<file path="config.mk">
export PLATFORM = sky130hd
export DESIGN_NAME = usb_ep_status
export DESIGN_NICKNAME = d
export VERILOG_FILES = /design/src/hw/usb_ep_pkg.sv /design/src/hw/usb_ep_status.sv
export SDC_FILE = /design/constraint.sdc
export NUM_CORES = 1
export LEC_CHECK = 0
export BUFFER_PORTS_ARGS = -buffer_cell sky130_fd_sc_hd__buf_2
export CORE_MARGIN = 2
export CORE_UTILIZATION = 28
export DETAILED_ROUTE_END_ITERATION = 16
export GPL_TIMING_DRIVEN = 0
export SYNTH_ARGS = -nofsm -noshare
export SYNTH_HDL_FRONTEND = slang
export SYNTH_SLANG_ARGS = --single-unit
</file>
<file path="constraint.sdc">
create_clock -name core_clk -period 5.6 [get_ports core_clk]
set_clock_uncertainty 0.1 [all_clocks]
set_input_delay 0.56 -clock core_clk [delete_from_list [all_inputs] [get_ports core_clk]]
set_output_delay 0.56 -clock core_clk [all_outputs]
set_load 0.05 [all_outputs]
</file>
<file path="src/hw/usb_ep_pkg.sv">
// usb_ep_pkg: register indices, field positions, reset state and carriers of the
// endpoint/pipe status block. assumes a 32-bit avalon-mm slave, byte addressing.
package usb_ep_pkg;
  // register word indices; byte address is four times the index
  localparam logic [9:0] IDX_CONFIG     = 10'h000;
  localparam logic [9:0] IDX_STATUS_CLR = 10'h004;
  localparam logic [9:0] IDX_STATUS_SET = 10'h005;
  localparam logic [9:0] IDX_STATUS     = 10'h006;
  localparam logic [9:0] IDX_BANK_STAT  = 10'h007;
  localparam logic [9:0] IDX_IRQEN_CLR  = 10'h008;
  localparam logic [9:0] IDX_IRQEN_SET  = 10'h009;
  localparam logic [9:0] IDX_PIPE_CTRL  = 10'h00C;
  localparam logic [9:0] IDX_INT_FLAGS  = 10'h107;
  // config bits
  localparam int CFG_HOST_MODE  = 0;
  localparam int CFG_PIPE_EN    = 1;
  localparam int CFG_SOFT_RESET = 7;
  // status bits
  localparam int ST_BANK0_READY = 6;
  localparam int ST_STALL_REQ   = 4;
  localparam int ST_PIPE_FREEZE = 4;
  localparam int ST_CUR_BANK    = 2;
  localparam int ST_IN_TOGGLE   = 1;
  localparam int ST_OUT_TOGGLE  = 0;
  localparam int ST_PIPE_TOGGLE = 0;
  localparam logic [7:0] ST_DEV_MASK  = 8'h57;
  localparam logic [7:0] ST_HOST_MASK = 8'h15;
  // interrupt flag bits
  localparam int FL_STALL      = 5;
  localparam int FL_SETUP_SENT = 4;
  localparam int FL_PIPE_ERR   = 3;
  localparam int FL_XFER_FAIL  = 2;
  localparam int FL_XFER_DONE  = 0;
  localparam logic [7:0] FL_MASK = 8'h3D;
  // bank status bits
  localparam int BK_FLOW_ERR = 1;
  localparam int BK_CRC_ERR  = 0;
  // host pipe control fields
  localparam int PC_LIMIT_LSB = 12;
  localparam int PC_EPNUM_LSB = 8;
  localparam logic [15:0] PC_MASK = 16'hFF7F;

  // events from the packet engine, same clock, one-cycle pulses except trans_active
  typedef struct packed {
    logic setup_rcvd;
    logic bank_filled;
    logic bank_released;
    logic in_done;
    logic out_done;
    logic trans_active;
    logic trans_done;
    logic stall_rcvd;
    logic lpm_done;
    logic pipe_err;
    logic nak_rcvd;
    logic iso_overrun;
    logic iso_underflow;
    logic crc_err;
    logic xfer_done;
    logic xfer_fail;
    logic setup_sent;
  } usb_evt_s;

  // controls toward the packet engine
  typedef struct packed {
    logic       stall_handshake;
    logic       current_bank;
    logic       in_toggle;
    logic       out_toggle;
    logic       pipe_toggle;
    logic       pipe_frozen;
    logic       req_allowed;
    logic [3:0] endpoint_num;
    logic [6:0] device_addr;
    logic       irq_request;
  } usb_ctl_s;

  typedef struct packed {
    logic        ack;
    logic [31:0] rdata;
    logic        host_mode;
    logic        pipe_en;
    logic [7:0]  status;
    logic        freeze_pend;
    logic        freeze;
    logic        pipe_tgl;
    logic [3:0]  err_cnt;
    logic [7:0]  flags;
    logic [7:0]  irq_en;
    logic [1:0]  bank_st;
    logic [15:0] pctrl;
  } state_s;

  localparam state_s ST_RESET = '0;
endpackage

</file>
<file path="src/hw/usb_ep_status.sv">
// usb_ep_status: endpoint and pipe status/control registers of a full-speed usb
// controller. assumes a packet engine on core_clk driving usb_evt_s pulses.
//
// Local design decision: register access over Avalon-MM.
`timescale 1ns/1ps
module usb_ep_status
  import usb_ep_pkg::*;
(
  input  wire logic        core_clk,
  input  wire logic        rst,
  input  wire logic [11:0] avs_address,
  input  wire logic        avs_read,
  input  wire logic        avs_write,
  input  wire logic [31:0] avs_writedata,
  input  wire logic [3:0]  avs_byteenable,
  output logic      [31:0] avs_readdata,
  output logic             avs_waitrequest,
  input  wire usb_evt_s    evt,
  output usb_ctl_s         ctl
);

  state_s     st_ff;
  state_s     nxt_st;
  logic [9:0] idx;
  logic       req;
  logic       wr;
  logic [7:0] st_clr;
  logic [7:0] st_set;
  logic [7:0] st_msk;
  logic [7:0] fl_clr;
  logic [7:0] fl_set;
  logic [7:0] ie_clr;
  logic [7:0] ie_set;
  logic [1:0] bk_clr;
  logic [3:0] limit;
  logic [3:0] cnt_inc;
  logic       en_rise;

  assign idx = avs_address[11:2];
  assign req = avs_read | avs_write;
  // one wait state: the first cycle of a request decodes, the second answers
  assign avs_waitrequest = req & ~st_ff.ack;
  assign avs_readdata    = st_ff.rdata;
  assign wr = avs_write & st_ff.ack & avs_byteenable[0];
  assign limit = st_ff.pctrl[PC_LIMIT_LSB +: 4];

  // write strobes per register; masks keep reserved bits from ever storing
  always_comb begin
    st_msk = st_ff.host_mode ? ST_HOST_MASK : ST_DEV_MASK;
    st_clr = (wr && idx == IDX_STATUS_CLR) ? (avs_writedata[7:0] & st_msk) : 8'h00;
    st_set = (wr && idx == IDX_STATUS_SET) ? (avs_writedata[7:0] & st_msk) : 8'h00;
    fl_clr = (wr && idx == IDX_INT_FLAGS) ? (avs_writedata[7:0] & FL_MASK) : 8'h00;
    ie_clr = (wr && idx == IDX_IRQEN_CLR) ? (avs_writedata[7:0] & FL_MASK) : 8'h00;
    ie_set = (wr && idx == IDX_IRQEN_SET) ? (avs_writedata[7:0] & FL_MASK) : 8'h00;
    bk_clr = (wr && idx == IDX_BANK_STAT) ? avs_writedata[1:0] : 2'h0;
  end

  // all state updates in one place
  always_comb begin
    nxt_st  = st_ff;
    cnt_inc = st_ff.err_cnt + 4'h1;
    en_rise = 1'b0;
    nxt_st.ack = req & ~st_ff.ack;

    // read mux, captured in the decode cycle so readdata comes from a flop
    if (req & ~st_ff.ack) begin
      unique case (idx)
        IDX_CONFIG:
          nxt_st.rdata = {30'h0, st_ff.pipe_en, st_ff.host_mode};
        IDX_STATUS_CLR, IDX_STATUS_SET, IDX_STATUS:
          if (st_ff.host_mode)
            nxt_st.rdata = {27'h0, st_ff.freeze, 1'b0, st_ff.status[ST_CUR_BANK], 1'b0, st_ff.pipe_tgl};
          else
            nxt_st.rdata = {24'h0, st_ff.status};
        IDX_BANK_STAT:
          nxt_st.rdata = {30'h0, st_ff.bank_st};
        IDX_IRQEN_CLR, IDX_IRQEN_SET:
          nxt_st.rdata = {24'h0, st_ff.irq_en};
        IDX_PIPE_CTRL:
          nxt_st.rdata = {16'h0, st_ff.pctrl};
        IDX_INT_FLAGS:
          nxt_st.rdata = {24'h0, st_ff.flags};
        default:
          nxt_st.rdata = 32'h0;
      endcase
    end

    // configuration; pipe enable rising edge is itself an interrupt event
    if (wr && idx == IDX_CONFIG) begin
      nxt_st.host_mode = avs_writedata[CFG_HOST_MODE];
      nxt_st.pipe_en   = avs_writedata[CFG_PIPE_EN];
      en_rise          = avs_writedata[CFG_PIPE_EN] & ~st_ff.pipe_en;
    end
    if (wr && idx == IDX_PIPE_CTRL) begin
      nxt_st.pctrl[7:0] = avs_writedata[7:0] & PC_MASK[7:0];
      if (avs_byteenable[1])
        nxt_st.pctrl[15:8] = avs_writedata[15:8];
    end

    // device endpoint: hardware effects first, software set/clear after
    if (!st_ff.host_mode) begin
      if (evt.setup_rcvd)
        nxt_st.status[ST_STALL_REQ] = 1'b0;
      if (evt.bank_released)
        nxt_st.status[ST_BANK0_READY] = 1'b0;
      if (evt.bank_filled)
        nxt_st.status[ST_BANK0_READY] = 1'b1;
      if (evt.in_done)
        nxt_st.status[ST_IN_TOGGLE] = ~st_ff.status[ST_IN_TOGGLE];
      if (evt.out_done)
        nxt_st.status[ST_OUT_TOGGLE] = ~st_ff.status[ST_OUT_TOGGLE];
      // clear takes precedence over a simultaneous set
      nxt_st.status = (nxt_st.status & ~st_clr) | (st_set & ~st_clr);
    end else begin
      nxt_st.status[ST_CUR_BANK] = (st_ff.status[ST_CUR_BANK] & ~st_clr[ST_CUR_BANK])
                                 | (st_set[ST_CUR_BANK] & ~st_clr[ST_CUR_BANK]);
      if (evt.trans_done)
        nxt_st.pipe_tgl = ~st_ff.pipe_tgl;
      if (st_clr[ST_PIPE_TOGGLE])
        nxt_st.pipe_tgl = 1'b0;
      else if (st_set[ST_PIPE_TOGGLE])
        nxt_st.pipe_tgl = 1'b1;
      // errors count up; at the limit the pipe freezes like a software freeze
      if (evt.pipe_err) begin
        nxt_st.err_cnt = (st_ff.err_cnt == 4'hF) ? st_ff.err_cnt : cnt_inc;
        if (limit != 4'h0 && cnt_inc >= limit)
          nxt_st.freeze_pend = 1'b1;
      end
      if (st_set[ST_PIPE_FREEZE])
        nxt_st.freeze_pend = 1'b1;
      // a pending freeze only lands once the bus is idle
      if (nxt_st.freeze_pend && !evt.trans_active) begin
        nxt_st.freeze      = 1'b1;
        nxt_st.freeze_pend = 1'b0;
      end
      if (st_clr[ST_PIPE_FREEZE]) begin
        nxt_st.freeze      = 1'b0;
        nxt_st.freeze_pend = 1'b0;
        nxt_st.err_cnt     = 4'h0;
      end
    end

    // sticky flags: a hardware event in the clearing cycle survives
    fl_set = 8'h00;
    fl_set[FL_STALL]      = evt.stall_rcvd;
    fl_set[FL_SETUP_SENT] = evt.setup_sent;
    fl_set[FL_PIPE_ERR]   = evt.pipe_err;
    fl_set[FL_XFER_FAIL]  = evt.xfer_fail;
    fl_set[FL_XFER_DONE]  = evt.xfer_done | evt.lpm_done | en_rise;
    nxt_st.flags  = (st_ff.flags & ~fl_clr) | fl_set;
    nxt_st.irq_en = (st_ff.irq_en & ~ie_clr) | (ie_set & ~ie_clr);
    nxt_st.bank_st[BK_FLOW_ERR] = (st_ff.bank_st[BK_FLOW_ERR] & ~bk_clr[BK_FLOW_ERR])
                                | evt.nak_rcvd | evt.iso_overrun | evt.iso_underflow;
    nxt_st.bank_st[BK_CRC_ERR]  = (st_ff.bank_st[BK_CRC_ERR] & ~bk_clr[BK_CRC_ERR])
                                | evt.crc_err;

    // soft reset restores power-on state but still completes the bus cycle
    if (wr && idx == IDX_CONFIG && avs_writedata[CFG_SOFT_RESET]) begin
      nxt_st     = ST_RESET;
      nxt_st.ack = req & ~st_ff.ack;
    end
  end

  // single state register
  always_ff @(posedge core_clk or posedge rst) begin
    if (rst)
      st_ff <= ST_RESET;
    else
      st_ff <= nxt_st;
  end

  // engine controls straight from flops
  always_comb begin
    ctl.stall_handshake = ~st_ff.host_mode & st_ff.status[ST_STALL_REQ];
    ctl.current_bank    = st_ff.status[ST_CUR_BANK];
    ctl.in_toggle       = st_ff.status[ST_IN_TOGGLE];
    ctl.out_toggle      = st_ff.status[ST_OUT_TOGGLE];
    ctl.pipe_toggle     = st_ff.pipe_tgl;
    ctl.pipe_frozen     = st_ff.freeze;
    ctl.req_allowed     = st_ff.host_mode & st_ff.pipe_en & ~st_ff.freeze & ~st_ff.freeze_pend;
    ctl.endpoint_num    = st_ff.pctrl[PC_EPNUM_LSB +: 4];
    ctl.device_addr     = st_ff.pctrl[6:0];
    ctl.irq_request     = |(st_ff.flags & st_ff.irq_en);
  end
endmodule // usb_ep_status

</file>
After elaboration in Yosys (flattened, before gate mapping)

Index checks and enable logic that the tools add are counted.

Word-level logic and storage cells: 141
Register bits after elaboration: 84

Reductions and logical operators: 29
Bitwise gates (word level): 44
Multiplexer cells: 40
Add/subtract/negate cells: 1
Eq/ne operators: 11
Order comparisons: 1

Operators by type and width:

| cell                | number |
|---|---|
| $pmux 16 s6         | 1 |
| $mux 83             | 1 |
| $and 8x8->8         | 5 |
| $eq 10x3->1 const B | 4 |
| $mux 32             | 1 |
| $mux 8              | 4 |
| $eq 10x4->1 const B | 3 |
| $mux 1              | 18 |
| $mux 6              | 3 |
| $mux 16             | 1 |
| $not 6->8           | 2 |
| $or 8x8->8          | 2 |
| $mux 7              | 2 |
| $and 1x1->1         | 12 |
| $mux 4              | 3 |
| $logic_and 1x1->1   | 11 |
| $not 1->1           | 11 |
| $eq 10x9->1 const B | 1 |
| $logic_not 10->1    | 1 |
| $mux 2              | 5 |
| $reduce_bool 2->1   | 5 |
| $and 6x8->8         | 1 |
| $and 8x7->8         | 1 |
| $not 8->8           | 1 |
| 16 further kinds    | 27 |

Depth between registers and ports, before layout

Depth in word-level cells: 12
Depth in mapped cells: 8

Least setup slack after synthesis

OpenSTA, ideal clock, no wires.

Kind: register to output
From: register st_ff[50] (netlist name)
To: output port ctl[12] (netlist name)
Buffers on the path: 2
Path slack: 2.220 ns
Data required time: 4.940 ns
Stages on the path, launching flop included: 5
Data arrival time: 2.720 ns
Cell sequence: dfrtp_1 > clkbuf_1 > buf_1 > inv_1 > nor4b_1

RTL lines:

| item                     | line                 | source |
|---|---|---|
| start: declaration       | usb_ep_status.sv:22  | `state_s st_ff;` |
| start signal: assignment | usb_ep_status.sv:169 | `st_ff <= nxt_st;` |
| end: declaration         | usb_ep_status.sv:19  | `output usb_ctl_s ctl` |

==> results.tsv <==
metric	value	unit
clkTransAtPathRegs	0.05	ns
synthTopCellsByArea	dfrtp_1, buf_4, a22o_1	
gr-total-overflow	0	
wire_per_inst	16.2	um
p_per_area	273	nW/um^2
synth_edf_count	0	
cts_sinks	58	
syn2layout_area_growth	27.8	%
leakagePower	2.12	nW
pin_count	121	
ys.warnings.count	0	
die_area	13100	um^2
drc	0	
setup_viol	0	
ctsResizeCount	0	
routed_via_density	5.04	
vias	3131	
yosysSeqAreaShare	0.425	
grt_pass1_wl	16000	um
mostFrequentLayoutCell	buf_2	
rsz0062_at_grt	no	
drive_above_1_share	0.352	
slew_headroom	0.116	
critPathArrivalTime	2.50	ns
status	completed	
cts_tree	yes	
start_util	0.285	
num-fill-cells	1230	
path_class	reg -> out	
worst-path-max-fanout	10	
dpl.hpwl	7700	um
final_cell_mix	buf_2, dfrtp_1, buf_4	
cts_setup_buffers	0	
fmax	317	MHz
avgSynthCellArea	9.50	um^2
hp-class	in -> async	
synth-async-reset-ratio	1.00	
cts_buffers	9	
timing.critical_path.required	4.94	ns
grt_pass1_vias	2975	
antenna_found_initial	0	
drtPass1Iterations	6	
netlist.area_leader.share	0.425	
gp_congestion	0.910	
die_w	114	um
synth-seq-cells	58	
finalWirelength	10100	um
synth.distinct_cells	52	
cap_violations	0	
portBuffers	83	
final_nets	543	
std_cell_rows	40	
dr.first_iter.drc_count	359	
vdd_drop_max	0.000130	V
hold_viol	0	
synth_top_cell_by_area	dfrtp_1	
ys.flop_type	dfrtp_1	
tns	0	ns
insertedDiodeCount	0	
finalCritPeriodShare	0.564	
track_usage	0.160	
critPathLaunchType	flop	
cts-hold-fix-buffers	0	
period_needed	3.16	ns
power	1.19	mW
maxSlewViolCount	0	
root_buffer	clkbuf_16	
die_h	114	um
ant_nets	0	
synth_area	3410	um^2
grt_max_degree	39	
cts_max_level	3	
core	12000	um^2
critPathCaptureType	output pin	
syn_inst	359	
cts_max_path_buffers	2	
worst_slew_pin_slew	1.31	ns
clk_latency	0.33	ns
==> Yosys cell counts, types with 2 or more instances <==
| cell type | n |
|---|---|
| and2_1 | 4 |
| o32ai_1 | 2 |
| nand3_1 | 10 |
| ha_1 | 5 |
| nor4_1 | 4 |
| o21ai_0 | 13 |
| nand2_1 | 27 |
| nor4_4 | 2 |
| nor2_1 | 27 |
| or2_2 | 2 |
| nor4_2 | 3 |
| a32o_1 | 3 |
| mux2_2 | 4 |
| inv_1 | 13 |
| a211oi_1 | 10 |
| a22oi_1 | 3 |
| buf_2 | 2 |
| a32oi_1 | 3 |
| nor2b_1 | 9 |
| or3_1 | 2 |
| and3_1 | 2 |
| dfrtp_1 | 58 |
| a22o_1 | 21 |
| o2bb2ai_1 | 3 |
| clkbuf_1 | 7 |
| a222oi_1 | 3 |
| a31oi_1 | 6 |
| a21oi_1 | 27 |
| mux2i_1 | 3 |
| a31o_2 | 2 |
| a21o_1 | 3 |
| buf_4 | 48 |
| nor3_1 | 6 |
| nand2b_1 | 4 |
==> sequential cells by signal (all words and copies together), names as in the netlist <==
signal	flops
st_ff	22
avs_readdata	16
limit	4
ctl	16
==> cell type report <==
class | count | area [um^2] | area share
clock buffer | 11 | 243 | 0.0557
multi-input combinational | 245 | 1570 | 0.360
clock inverter | 5 | 30.0 | 0.00689
timing repair buffer | 84 | 435 | 0.0999
inverter | 13 | 48.8 | 0.0112
tap | 147 | 184 | 0.0422
buffer | 58 | 400 | 0.0918
sequential | 58 | 1450 | 0.333
==> final timing paths <==
check,from,to,slack [ns],cells past startpoint
worst max-delay path,st_ff[50]$_DFFE_PP0P_,ctl[12],2.44,5
worst min-delay path,rst,avs_readdata[5]$_DFFE_PP0P_,0.16,2
worst max register to register,st_ff[83]$_DFF_PP0_,avs_readdata[2]$_DFFE_PP0P_,3.30,6
worst min register to register,avs_readdata[7]$_DFFE_PP0P_,avs_readdata[7]$_DFFE_PP0P_,0.38,1
max in group asynchronous,rst,st_ff[40]$_DFFE_PP0P_,4.67,3
min in group core_clk,avs_writedata[6],st_ff[47]$_DFFE_PP0N_,0.35,2
==> metrics by stage <==
stage                     utilization  worst slack, ns  std cells  instance area (um^2)  hold WS (ns)
after CTS                       0.365             2.38        621                  4360         0.160
after detailed placement        0.342             2.63        605                  4090         0.374
final                           0.365             2.44        621                  4360         0.157
after floorplan                     -             2.22        374                  3470         0.351
after global placement          0.340             2.71        604                  4070         0.365
after global routing            0.365             2.26        621                  4360         0.193
==> per-layer routing <==
metal | global-route usage | part of all wire | routed length, um | vias to the layer above
li1 | - | - | - | 1483
met1 | 0.222 | 0.46 | 4590 | 1484
met2 | 0.236 | 0.43 | 4350 | 151
met3 | 0.0498 | 0.092 | 930 | 13
met4 | 0.0520 | 0.019 | 193 | 0
met5 | 0 | 0 | 0 | -
==> kinds of logic (layout without fill, tap and decap cells) <==
kind of cell | count (synthesis) | in the layout | share of synthesized area
flip-flops | 58 | 58 | 0.425
buffers and inverters | 71 | 171 | 0.132
adder cells (fa/ha/maj) | 5 | 5 | 0.0183
XOR/XNOR | 2 | 2 | 0.00513
multiplexers | 7 | 7 | 0.0220
AND/OR/NAND/NOR | 110 | 110 | 0.179
other | 1 | 16 | 0.00110
AO/OA/AOI/OAI | 105 | 105 | 0.218
==> critical path: stages (launching register included) <==
cell	delay [ns]
dfrtp_1	0.32
clkbuf_1	0.39
buf_1	0.46
inv_1	0.26
nor4b_1	0.41
buf_2	0.33
==> power breakdown <==
group	switching (mW)	total (mW)	internal (mW)	leakage (nW)
clock	0.191	0.499	0.308	0.131
sequential	0.0214	0.460	0.439	0.749
combinational	0.133	0.231	0.0980	1.24
Note: power is estimated with default switching activity, not from simulation.
